**config.mk**
```make
export PLATFORM = sky130hd
export DESIGN_NAME = spimr_top
export DESIGN_NICKNAME = d
export VERILOG_FILES = /design/src/spimr_top.v /design/src/spimr_sync.v /design/src/spimr_rate_gen.v
export VERILOG_INCLUDE_DIRS = /design/src
export SDC_FILE = /design/constraint.sdc
export NUM_CORES = 1
export LEC_CHECK = 0
export BUFFER_PORTS_ARGS = -buffer_cell sky130_fd_sc_hd__buf_2
export CORE_MARGIN = 2
export CORE_UTILIZATION = 49
export DETAILED_ROUTE_END_ITERATION = 7
export HOLD_SLACK_MARGIN = 0.02
export PLACE_DENSITY = 0.79
export SLEW_MARGIN = 25
export SYNTH_ARGS = -nofsm -noshare
export SYNTH_HDL_FRONTEND = slang
export SYNTH_HIERARCHICAL = 1
export SYNTH_SLANG_ARGS = --single-unit
```
**constraint.sdc**
```tcl
create_clock -name core_clk -period 3.1 [get_ports core_clk]
set_clock_uncertainty 0.2 [all_clocks]
set_input_delay 0.31 -clock core_clk [delete_from_list [all_inputs] [get_ports core_clk]]
set_output_delay 0.31 -clock core_clk [all_outputs]
set_load 0.02 [all_outputs]
```
**src/spimr_regs.vh**
```
// register map, field positions and codes of the spi master port
`ifndef SPIMR_REGS_VH
`define SPIMR_REGS_VH

// byte offsets on the register bus
`define SPIMR_OFS_CTRL 4'h0
`define SPIMR_OFS_STAT 4'h4
`define SPIMR_OFS_DATA 4'h8
`define SPIMR_OFS_MSEL 4'hc
`define SPIMR_ADDR_W 4

// control register fields
`define SPIMR_CTRL_RATE2 7
`define SPIMR_CTRL_EN 6
`define SPIMR_CTRL_RSV0 5
`define SPIMR_CTRL_RSV1 4
`define SPIMR_CTRL_CLOCK_IDLE_LEVEL 3
`define SPIMR_CTRL_CLOCK_SAMPLE_EDGE 2
`define SPIMR_CTRL_RATE1 1
`define SPIMR_CTRL_RATE0 0
`define SPIMR_CTRL_RST 8'h14

// status register fields
`define SPIMR_STAT_TC 7
`define SPIMR_STAT_WRITE_COLLISION_FLAG 6
`define SPIMR_STAT_MODE_FAULT_FLAG 4

// master select register
`define SPIMR_MSEL_BIT 0
`define SPIMR_MSEL_RST 1'b1

// rate code that selects the external baud rate generator
`define SPIMR_RATE_EXT 3'h7

// axi responses
`define SPIMR_RESP_OKAY 2'h0
`define SPIMR_RESP_SLVERR 2'h2

// bit edges per byte, minus one
`define SPIMR_LAST_EDGE 4'hf

// transfer states, one-hot
`define SPIMR_ST_IDLE 2'h1
`define SPIMR_ST_SHIFT 2'h2

`endif

```
**src/spimr_top.v**
```verilog
// spi master port with control, status and data registers on axi4-lite
//
// The AXI4-Lite slave port and the address map were chosen for this implementation.
`timescale 1ns/1ns
`include "spimr_regs.vh"
module spimr_top (
	// clock and reset
	input wire core_clk,
	input wire rst,
	// axi4-lite write address
	input wire s_axi_awvalid,
	output reg s_axi_awready,
	input wire [31:0] s_axi_awaddr,
	input wire [2:0] s_axi_awprot,
	// axi4-lite write data
	input wire s_axi_wvalid,
	output reg s_axi_wready,
	input wire [31:0] s_axi_wdata,
	input wire [3:0] s_axi_wstrb,
	// axi4-lite write response
	output reg s_axi_bvalid,
	input wire s_axi_bready,
	output reg [1:0] s_axi_bresp,
	// axi4-lite read address
	input wire s_axi_arvalid,
	output reg s_axi_arready,
	input wire [31:0] s_axi_araddr,
	input wire [2:0] s_axi_arprot,
	// axi4-lite read data
	output reg s_axi_rvalid,
	input wire s_axi_rready,
	output reg [31:0] s_axi_rdata,
	output reg [1:0] s_axi_rresp,
	// serial pins
	output reg spi_sck,
	output reg spi_mosi,
	input wire spi_miso,
	input wire spi_ss_n,
	input wire ext_brg_clk,
	// interrupt requests
	output reg irq_xfer,
	output reg irq_err
);

////////////////////////////////////////////////////////////////////////////////
// helpers

function [7:0] merge_byte;
	input [7:0] old;
	input [31:0] wdata;
	input [3:0] strb;
	begin
		merge_byte = strb[0] ? wdata[7:0] : old;
	end
endfunction

function mapped;
	input [`SPIMR_ADDR_W-1:0] ofs;
	begin
		mapped = (ofs == `SPIMR_OFS_CTRL) || (ofs == `SPIMR_OFS_STAT) ||
			(ofs == `SPIMR_OFS_DATA) || (ofs == `SPIMR_OFS_MSEL);
	end
endfunction

////////////////////////////////////////////////////////////////////////////////
// pin synchronisers

wire [2:0] pins_s;
wire miso_s;
wire ss_n_s;
wire brg_s;

spimr_sync #(
	.WIDTH(3),
	.INIT(3'h2)
) u_sync (
	.core_clk(core_clk),
	.rst(rst),
	.async_in({ext_brg_clk, spi_ss_n, spi_miso}),
	.sync_out(pins_s)
);

assign miso_s = pins_s[0];
assign ss_n_s = pins_s[1];
assign brg_s = pins_s[2];

////////////////////////////////////////////////////////////////////////////////
// state

reg [7:0] ctrl_r;
reg master_r;
reg tc_r;
reg write_collision_flag_r;
reg mode_fault_flag_r;
reg arm_tc_r;
reg arm_write_collision_flag_r;
reg arm_mode_fault_flag_r;
reg [7:0] rxbuf_r;
reg [7:0] sh_r;
reg [3:0] edge_r;
reg [1:0] state_r;
reg ss_q_r;
localparam [1:0] ST_IDLE = `SPIMR_ST_IDLE;
localparam [1:0] ST_SHIFT = `SPIMR_ST_SHIFT;

// write channel holding
reg aw_full_r;
reg [`SPIMR_ADDR_W-1:0] aw_addr_r;
reg w_full_r;
reg [31:0] w_data_r;
reg [3:0] w_strb_r;

wire [2:0] rate;
wire tick;
wire busy;
wire do_write;
wire ar_take;
wire [`SPIMR_ADDR_W-1:0] ar_ofs;
wire wr_ctrl;
wire wr_data;
wire wr_msel;
wire wr_stat;
wire rd_stat;
wire rd_data;
wire ss_fall;
wire fault;
wire start;
wire finish;
wire lead;
wire sample_edge;
wire [7:0] sh_in;
wire [7:0] stat_val;

assign rate = {ctrl_r[`SPIMR_CTRL_RATE2], ctrl_r[`SPIMR_CTRL_RATE1],
	ctrl_r[`SPIMR_CTRL_RATE0]};
assign busy = (state_r == ST_SHIFT);

////////////////////////////////////////////////////////////////////////////////
// axi4-lite slave

assign do_write = aw_full_r & w_full_r & ~s_axi_bvalid;
assign ar_take = s_axi_arvalid & s_axi_arready;
assign ar_ofs = s_axi_araddr[`SPIMR_ADDR_W-1:0];

// registers reachable at any time, busy or not
assign wr_ctrl = do_write && (aw_addr_r == `SPIMR_OFS_CTRL);
assign wr_stat = do_write && (aw_addr_r == `SPIMR_OFS_STAT);
assign wr_data = do_write && (aw_addr_r == `SPIMR_OFS_DATA);
assign wr_msel = do_write && (aw_addr_r == `SPIMR_OFS_MSEL);
assign rd_stat = ar_take && (ar_ofs == `SPIMR_OFS_STAT);
assign rd_data = ar_take && (ar_ofs == `SPIMR_OFS_DATA);

// unused status bits read as zero
assign stat_val = {tc_r, write_collision_flag_r, 1'b0, mode_fault_flag_r, 4'h0};

always @(posedge core_clk or posedge rst) begin
	if (rst) begin
		aw_full_r <= 1'b0;
		aw_addr_r <= {`SPIMR_ADDR_W{1'b0}};
		w_full_r <= 1'b0;
		w_data_r <= 32'h0000_0000;
		w_strb_r <= 4'h0;
		s_axi_awready <= 1'b0;
		s_axi_wready <= 1'b0;
		s_axi_bvalid <= 1'b0;
		s_axi_bresp <= `SPIMR_RESP_OKAY;
	end else begin
		if (s_axi_awvalid && s_axi_awready) begin
			aw_full_r <= 1'b1;
			aw_addr_r <= s_axi_awaddr[`SPIMR_ADDR_W-1:0];
			s_axi_awready <= 1'b0;
		end else if (do_write) begin
			aw_full_r <= 1'b0;
			s_axi_awready <= 1'b1;
		end else begin
			s_axi_awready <= ~aw_full_r;
		end
		if (s_axi_wvalid && s_axi_wready) begin
			w_full_r <= 1'b1;
			w_data_r <= s_axi_wdata;
			w_strb_r <= s_axi_wstrb;
			s_axi_wready <= 1'b0;
		end else if (do_write) begin
			w_full_r <= 1'b0;
			s_axi_wready <= 1'b1;
		end else begin
			s_axi_wready <= ~w_full_r;
		end
		if (do_write) begin
			s_axi_bvalid <= 1'b1;
			s_axi_bresp <= mapped(aw_addr_r) ? `SPIMR_RESP_OKAY :
				`SPIMR_RESP_SLVERR;
		end else if (s_axi_bready) begin
			s_axi_bvalid <= 1'b0;
		end
	end
end

always @(posedge core_clk or posedge rst) begin
	if (rst) begin
		s_axi_arready <= 1'b0;
		s_axi_rvalid <= 1'b0;
		s_axi_rdata <= 32'h0000_0000;
		s_axi_rresp <= `SPIMR_RESP_OKAY;
	end else begin
		if (ar_take) begin
			s_axi_arready <= 1'b0;
			s_axi_rvalid <= 1'b1;
			s_axi_rresp <= mapped(ar_ofs) ? `SPIMR_RESP_OKAY :
				`SPIMR_RESP_SLVERR;
			case (ar_ofs)
			`SPIMR_OFS_CTRL: begin
				s_axi_rdata <= {24'h000000, ctrl_r};
			end
			`SPIMR_OFS_STAT: begin
				s_axi_rdata <= {24'h000000, stat_val};
			end
			`SPIMR_OFS_DATA: begin
				s_axi_rdata <= {24'h000000, rxbuf_r};
			end
			`SPIMR_OFS_MSEL: begin
				s_axi_rdata <= {31'h00000000, master_r};
			end
			default: begin
				s_axi_rdata <= 32'h0000_0000;
			end
			endcase
		end else if (s_axi_rvalid && s_axi_rready) begin
			s_axi_rvalid <= 1'b0;
			s_axi_arready <= 1'b1;
		end else begin
			s_axi_arready <= ~s_axi_rvalid;
		end
	end
end

////////////////////////////////////////////////////////////////////////////////
// control, master select and mode fault

assign ss_fall = ss_q_r & ~ss_n_s;
assign fault = ss_fall & master_r;

always @(posedge core_clk or posedge rst) begin
	if (rst) begin
		ctrl_r <= `SPIMR_CTRL_RST;
		master_r <= `SPIMR_MSEL_RST;
		ss_q_r <= 1'b1;
	end else begin
		ss_q_r <= ss_n_s;
		// bits 5 and 4 are stored as written; software keeps them
		if (wr_ctrl) begin
			ctrl_r <= merge_byte(ctrl_r, w_data_r, w_strb_r);
		end
		if (wr_msel) begin
			master_r <= merge_byte({7'h00, master_r}, w_data_r,
				w_strb_r) != 8'h00;
		end
		// the fault wins over a write in the same cycle
		if (fault) begin
			ctrl_r[`SPIMR_CTRL_EN] <= 1'b0;
			master_r <= 1'b0;
		end
	end
end

////////////////////////////////////////////////////////////////////////////////
// status flags and their clearing sequences

always @(posedge core_clk or posedge rst) begin
	if (rst) begin
		tc_r <= 1'b0;
		write_collision_flag_r <= 1'b0;
		mode_fault_flag_r <= 1'b0;
		arm_tc_r <= 1'b0;
		arm_write_collision_flag_r <= 1'b0;
		arm_mode_fault_flag_r <= 1'b0;
	end else begin
		// status read with the flag set arms its clear
		if (rd_stat && tc_r) begin
			arm_tc_r <= 1'b1;
		end else if (rd_data) begin
			arm_tc_r <= 1'b0;
		end
		if ((rd_stat || wr_stat) && write_collision_flag_r) begin
			arm_write_collision_flag_r <= 1'b1;
		end else if (rd_data || wr_data) begin
			arm_write_collision_flag_r <= 1'b0;
		end
		if (rd_stat && mode_fault_flag_r) begin
			arm_mode_fault_flag_r <= 1'b1;
		end else if (wr_ctrl) begin
			arm_mode_fault_flag_r <= 1'b0;
		end
		// set wins over clear in every flag
		if (finish) begin
			tc_r <= 1'b1;
		end else if (start || (rd_data && arm_tc_r)) begin
			tc_r <= 1'b0;
		end
		if (wr_data && busy) begin
			write_collision_flag_r <= 1'b1;
		end else if ((rd_data || wr_data) && arm_write_collision_flag_r) begin
			write_collision_flag_r <= 1'b0;
		end
		if (fault) begin
			mode_fault_flag_r <= 1'b1;
		end else if (wr_ctrl && arm_mode_fault_flag_r) begin
			mode_fault_flag_r <= 1'b0;
		end
	end
end

////////////////////////////////////////////////////////////////////////////////
// shift engine

// a write while busy is a collision and never restarts the shift
assign start = wr_data && !busy && ctrl_r[`SPIMR_CTRL_EN] &&
	master_r && w_strb_r[0];
assign lead = ~edge_r[0];
assign sample_edge = ctrl_r[`SPIMR_CTRL_CLOCK_SAMPLE_EDGE] ? ~lead : lead;
assign sh_in = {sh_r[6:0], miso_s};
assign finish = busy && tick && (edge_r == `SPIMR_LAST_EDGE) &&
	ctrl_r[`SPIMR_CTRL_EN];

spimr_rate_gen u_rate (
	.core_clk(core_clk),
	.rst(rst),
	.run(busy),
	.rate(rate),
	.brg_sync(brg_s),
	.tick(tick)
);

always @(posedge core_clk or posedge rst) begin
	if (rst) begin
		state_r <= ST_IDLE;
		edge_r <= 4'h0;
		sh_r <= 8'h00;
		rxbuf_r <= 8'h00; // any value is acceptable here
		spi_sck <= 1'b0;
		spi_mosi <= 1'b0;
	end else begin
		case (state_r)
		ST_IDLE: begin
			spi_sck <= ctrl_r[`SPIMR_CTRL_CLOCK_IDLE_LEVEL];
			edge_r <= 4'h0;
			if (start) begin
				sh_r <= w_data_r[7:0];
				// leading bit is out before the first edge with phase 0
				if (!ctrl_r[`SPIMR_CTRL_CLOCK_SAMPLE_EDGE]) begin
					spi_mosi <= w_data_r[7];
				end
				state_r <= ST_SHIFT;
			end
		end
		ST_SHIFT: begin
			if (!ctrl_r[`SPIMR_CTRL_EN]) begin
				// abort without completing the byte
				state_r <= ST_IDLE;
				spi_sck <= ctrl_r[`SPIMR_CTRL_CLOCK_IDLE_LEVEL];
			end else if (tick) begin
				spi_sck <= ~spi_sck;
				edge_r <= edge_r + 4'h1;
				if (sample_edge) begin
					sh_r <= sh_in;
				end else begin
					spi_mosi <= sh_r[7];
				end
				if (edge_r == `SPIMR_LAST_EDGE) begin
					rxbuf_r <= sample_edge ? sh_in : sh_r;
					state_r <= ST_IDLE;
				end
			end
		end
		default: begin
			state_r <= ST_IDLE;
		end
		endcase
	end
end

////////////////////////////////////////////////////////////////////////////////
// interrupt requests; collision has none

always @(posedge core_clk or posedge rst) begin
	if (rst) begin
		irq_xfer <= 1'b0;
		irq_err <= 1'b0;
	end else begin
		irq_xfer <= tc_r;
		irq_err <= mode_fault_flag_r;
	end
end

endmodule // spimr_top

```
**src/spimr_sync.v**
```verilog
// two flip-flop synchroniser for pin inputs
`timescale 1ns/1ns
module spimr_sync #(
	parameter WIDTH = 1,
	parameter [WIDTH-1:0] INIT = {WIDTH{1'b0}}
) (
	// clock and reset
	input wire core_clk,
	input wire rst,
	// pins in, synchronised out
	input wire [WIDTH-1:0] async_in,
	output reg [WIDTH-1:0] sync_out
);

reg [WIDTH-1:0] meta_r;

always @(posedge core_clk or posedge rst) begin
	if (rst) begin
		meta_r <= INIT;
		sync_out <= INIT;
	end else begin
		meta_r <= async_in;
		sync_out <= meta_r;
	end
end

endmodule // spimr_sync

```
**src/spimr_rate_gen.v**
```verilog
// half-period tick generator for the serial clock
`timescale 1ns/1ns
`include "spimr_regs.vh"
module spimr_rate_gen (
	// clock and reset
	input wire core_clk,
	input wire rst,
	// control
	input wire run,
	input wire [2:0] rate,
	input wire brg_sync,
	// one pulse per serial clock edge
	output reg tick
);

reg [6:0] cnt_r;
reg brg_q_r;
wire [6:0] half_last;
wire brg_rise;

// half period of 2^rate core cycles gives a divide by 2^(rate+1)
assign half_last = (7'h01 << rate) - 7'h01;
assign brg_rise = brg_sync & ~brg_q_r;

always @(posedge core_clk or posedge rst) begin
	if (rst) begin
		cnt_r <= 7'h00;
		brg_q_r <= 1'b0;
		tick <= 1'b0;
	end else begin
		brg_q_r <= brg_sync;
		if (!run) begin
			cnt_r <= 7'h00;
			tick <= 1'b0;
		end else if (rate == `SPIMR_RATE_EXT) begin
			cnt_r <= 7'h00;
			tick <= brg_rise;
		end else if (cnt_r == half_last) begin
			cnt_r <= 7'h00;
			tick <= 1'b1;
		end else begin
			cnt_r <= cnt_r + 7'h01;
			tick <= 1'b0;
		end
	end
end

endmodule // spimr_rate_gen

```
# --- After elaboration in Yosys (flattened, before gate mapping) ---
# Cells that the tools add are included.
totals:
  regBits: 113
  input_bits: 116
  word_cells: 193
op_classes:
  n_addsub: 3
  eq_ne: 18
  shift: 1
  mux: 63
  bitwise: 14
  n_reduce_logical: 58
ops:
  columns: ["operator", "n"]
  rows:
  - ["$mux W8", 5]
  - ["$mux W1", 39]
  - ["$mux W7", 5]
  - ["$pmux W8 S4", 1]
  - ["$reduce_bool A2 Y1", 14]
  - ["$logic_and A1 B1 Y1", 23]
  - ["$eq A4 B4 Y1 const B", 5]
  - ["$pmux W8 S2", 1]
  - ["$mux W2", 6]
  - ["$logic_or A1 B1 Y1", 9]
  - ["$eq A4 B3 Y1 const B", 2]
  - ["$logic_not A4 Y1", 2]
  - ["$mux W4", 2]
  - ["$ne A2 B2 Y1 const B", 4]
  - ["$not A1 Y1", 8]
  - ["$pmux W4 S2", 1]
  - ["$reduce_and A4 Y1", 2]
  - ["$reduce_bool A8 Y1", 1]
  - ["$add A7 B1 Y7 const B", 1]
  - ["$eq A7 B7 Y1", 1]
  - ["$shl A1 B3 Y7 const A", 1]
  - ["$sub A7 B1 Y7 const B", 1]
  - ["$and A1 B1 Y1", 6]
  - ["$ne A3 B2 Y1 const B", 2]
  - ["other kinds (11)", 15]

# --- Logic depth before layout (Yosys ltp) ---
depth:
  word_depth: 10
  mapped_depth: 10

# --- Modules after synthesis ---
# The synthesis kept the hierarchy.
modules_own_cells:
  columns: ["mod", "instances", "cells_each", "area_each_um2", "seq_area_each_um2"]
  rows:
  - ["spimr_top", 1, 322, 3443.3, 1808.0]
  - ["spimr_rate_gen", 1, 69, 694.4, 225.2]
  - ["spimr_sync", 1, 7, 156.4, 152.6]

# --- Worst setup path before layout ---
# OpenSTA, ideal clock, no wires.
synth_path:
  path_kind: "register to register"
  start: "register ctrl_r[0]"
  end: "register u_rate.cnt_r[2]"
  setup_time_ns: 0.143
  arrival_ns: 2.275
  t_required_ns: 2.757
  path_slack_ns: 0.482
  stages_incl_launch_ff: 10
  path_cell_list: "dfrtp_1 > buf_6 > or3_4 > ha_1 > clkbuf_8 > nor4b_1 > a211oi_2 > xnor2_1 > a2111oi_4 > nor3_1"
synth_via:
  elab_chain_len: 6
  word_cells_on_any_way: 7
synth_lines:
  columns: ["element", "line", "source"]
  rows:
  - ["from (decl)", "spimr_top.v:90", "reg [7:0] ctrl_r;"]
  - ["from (signal assigned)", "spimr_top.v:245", "ctrl_r <= `SPIMR_CTRL_RST;"]
  - ["from (signal assigned)", "spimr_top.v:252", "ctrl_r <= merge_byte(ctrl_r, w_data_r, w_strb_r);"]
  - ["$shl A1 B3 Y7", "spimr_rate_gen.v:22", "assign half_last = (7'h01 << rate) - 7'h01;"]
  - ["$sub A7 B1 Y7", "spimr_rate_gen.v:22", null]
  - ["$eq A7 B7 Y1", "spimr_rate_gen.v:38", "end else if (cnt_r == half_last) begin"]
  - ["$mux W7", "spimr_rate_gen.v:38", null]
  - ["$mux W7 (*)", "spimr_rate_gen.v:35", "end else if (rate == `SPIMR_RATE_EXT) begin"]
  - ["$mux W7 (*)", "spimr_rate_gen.v:32", "if (!run) begin"]
  - ["to (signal assigned)", "spimr_rate_gen.v:42", "cnt_r <= cnt_r + 7'h01;"]
  - ["to (decl)", "spimr_rate_gen.v:16", "reg [6:0] cnt_r;"]
# Every way passes the cells marked *; elsewhere a longest branch is shown, timed or not.
# A chain may end at the register's enable or synchronous reset.

# --- Worst setup path in the final report ---
layout_path:
  start: "register ctrl_r[1]"
  end: "register u_rate.cnt_r[2]"
# The elaborated chain is that of the path after synthesis.

==> results.md <==
- Slew @ Worst Pin: 0.644 ns
- #FFs+latches synth: 87
- Worst vdd ir: 0.000632 V
- Power density cells: 869 mW/mm²
- Int Pwr: 2.69 mW
- Die X: 97.6 µm
- Drt total wl: 8660 µm
- Hold Crit Class: in -> reg
- Leakage: 2.29 nW
- Relative slew slack: 57.0%
- Final Setup Violations: 0
- Ys async rst share: 100%
- CTS Root Cell: clkbuf_8
- Initial DRC count: 241
- CP Class: reg -> reg
- Share of cells above drive strength 1: 24.5%
- Ant. Diodes: 0
- Min cycle time layout: 2.86 ns
- Switching share of total power: 37.9%
- Outcome: finished clean
- Core footprint: 0.00859 mm²
- Max Freq: 0.350 GHz
- WL/cell: 15.0 µm
- DRC Markers: 0
- Overall Global Routing Usage: 19.4%
- Clk Latency, worst-skew pair: 0.36 ns
- Pwr Total: 4.33 mW
- Seq/Total Area, Yosys: 50.9%
- Max-cap viol count: 0
- Die Span Y: 97.6 µm
- Largest net degree at the start of global routing: 73
- Vias in the first global route: 3108
- PortBufs: 45
- Fin worst setup slack: 0.241 ns
- Switching power: 1.64 mW
- Synth unique cells: 61
- Post-synth EDFFs: 0
- DP Worst Slack: 0.237 ns
- Overflow after GRT: 0
- Detailed placement HPWL: 5990 µm
- Initial Utilization: 50.0%
- Tcrit/Tclk final: 92.2%
- Top cell type's share of synthesized area: 46.6%
- Crit path required time: 3.12 ns
- Most frequent cell after synthesis: dfrtp_1
- Cell count after synthesis: 398
- Fin. max-slew vios: 0
- Reg power frac: 41.4%
- Worst-path clk slew: 0.09 ns
- RSZ-0062 raised after global routing: false
- CTS tree: done
- I/O pin count: 161
- Clock Power Share: 22.5%
- Syn avg cell area: 10.8 µm²
- Largest area contributor in the netlist: dfrtp_1
- Area Overhead vs Synth: 15.9%
- Vias per cell: 5.35
- Detail Route Antenna Nets: 0
- Final hold violation count: 0
- Post-layout nets: 585
- Antenna violations before repair: 0
- H-tree depth reported by CTS: 3
- First-pass GRT wire length: 15100 µm
- CP Max Fanout: 13
- Core Rows: 34
- Die area: 0.00953 mm²
- GP Congestion: 0.784
- Synth cell count leaders: dfrtp_1, nand2_1, buf_4
- Synth warn: 6
- Drt first pass iters: 4
- Critical path arrival: 2.88 ns
- Top cells by area, synth: dfrtp_1, mux2_2, buf_4, dfstp_2, nand2_1
- Netlist Area Pre-Place: 0.00429 mm²
- Synth Flop Type: dfrtp_1
- Num CTS Buffers: 9
- Via count: 3087
- Max Root-Sink Buffers: 2
- Total negative slack: 0 ns
- Worst Setup End Kind: flip-flop
- CP startpoint kind: flip-flop
- Logic pwr share: 36.1%
- Total clock sinks: 87
- Gates resized, CTS repair: 0
- # fillers: 725
-- through the flow --
stage	area, µm²	hold slack (ns)	util (%)	instances
after detailed placement	4540	0.0654	52.8	542
after CTS	4980	0.0463	57.9	577
after global placement	4540	0.0538	52.8	542
after global routing	4980	0.0934	57.9	577
after floorplan	4390	-0.100	-	423
final	4980	0.0538	57.9	577
-- power groups by stage --
stage | clock, mW | sequential (mW) | combinational (mW)
after floorplan | 0 | 1.73 | 1.22
after global placement | 0 | 1.78 | 1.48
after detailed placement | 0 | 1.79 | 1.54
after CTS | 0.990 | 1.78 | 1.56
after global routing | 1.04 | 1.84 | 1.73
final | 0.974 | 1.79 | 1.56
-- placed cells by master, fill, tap and decap left out, drive strengths merged, types with 12 or more instances in the layout --
cell type / n
nand2: 42
nand3: 12
buf: 53
mux2i: 13
o21ai: 17
mux2: 24
dfrtp: 80
nor2: 25
conb: 26
dlygate4sd3: 19
inv: 18
-- layout make-up --
class	count	area, µm²	share of cell area, %
Multi-Input combinational cell	279	1860	37.4
Inverter	15	56.3	1.13
Tap cell	108	135	2.71
Timing Repair Buffer	72	488	9.80
Sequential cell	87	2190	43.9
Clock inverter	7	125	2.51
Clock buffer	9	124	2.49
-- worst paths after layout --
path | cells after the start | from | slack [ns] | end
worst max-delay path | 7 | ctrl_r[1] | 0.24 | u_rate/cnt_r[2]
worst min-delay path | 3 | s_axi_arvalid | 0.05 | s_axi_rresp[1]
worst max register to register | 7 | ctrl_r[1] | 0.24 | u_rate/cnt_r[2]
worst min register to register | 0 | u_sync/meta_r[2] | 0.16 | u_sync/sync_out[2]
max in group asynchronous | 4 | rst | 1.95 | state_r[0]
min in group asynchronous | 3 | rst | 0.23 | u_sync/meta_r[0]
-- layer usage --
layer  track usage [%]  vias to the layer above  routed length [µm]  share of wire [%]
li1                  -                     1478                   -                  -
met1              26.3                     1487                3810                 44
met2              31.2                      113                4210                 49
met3              4.60                        9                 542                6.3
met4              5.77                        0                  93                1.1
met5                 0                        -                   0                  0
-- what timing repair did --
action	in CTS	in global routing
hold endpoints to repair	101	0
hold buffers	19	0
buffers inserted	0	0
-- logic make-up after synthesis --
logic type      count (synthesis)  share of synthesized area, %
simple gates                  128                          15.7
other cells                     1                        0.0873
mux                            37                          9.32
flops                          87                          50.9
buf+inv                        57                          7.93
compound gates                 70                          12.0
xor+xnor                       13                          2.65
fa+ha+maj                       5                          1.46
-- critical path, stage by stage, from the launching register on --
cell,delay [ns]
dfrtp_1,0.54
or3_4,0.40
ha_1,0.34
nor4b_1,0.34
a211oi_2,0.08
xnor2_1,0.19
a2111oi_4,0.52
nor3_1,0.13
-- flip-flops by register name, summed over array words and instances (netlist names), 2 cells and up --
| register | count |
|---|---|
| ctrl_r | 8 |
| u_rate/cnt_r | 7 |
| s_axi_rdata | 8 |
| aw_addr_r | 4 |
| w_data_r | 8 |
| u_sync/sync_out | 3 |
| edge_r | 4 |
| u_sync/meta_r | 3 |
| state_r | 2 |
| rxbuf_r | 8 |
| sh_r | 8 |
No activity file was read; power rests on OpenSTA's default activity.
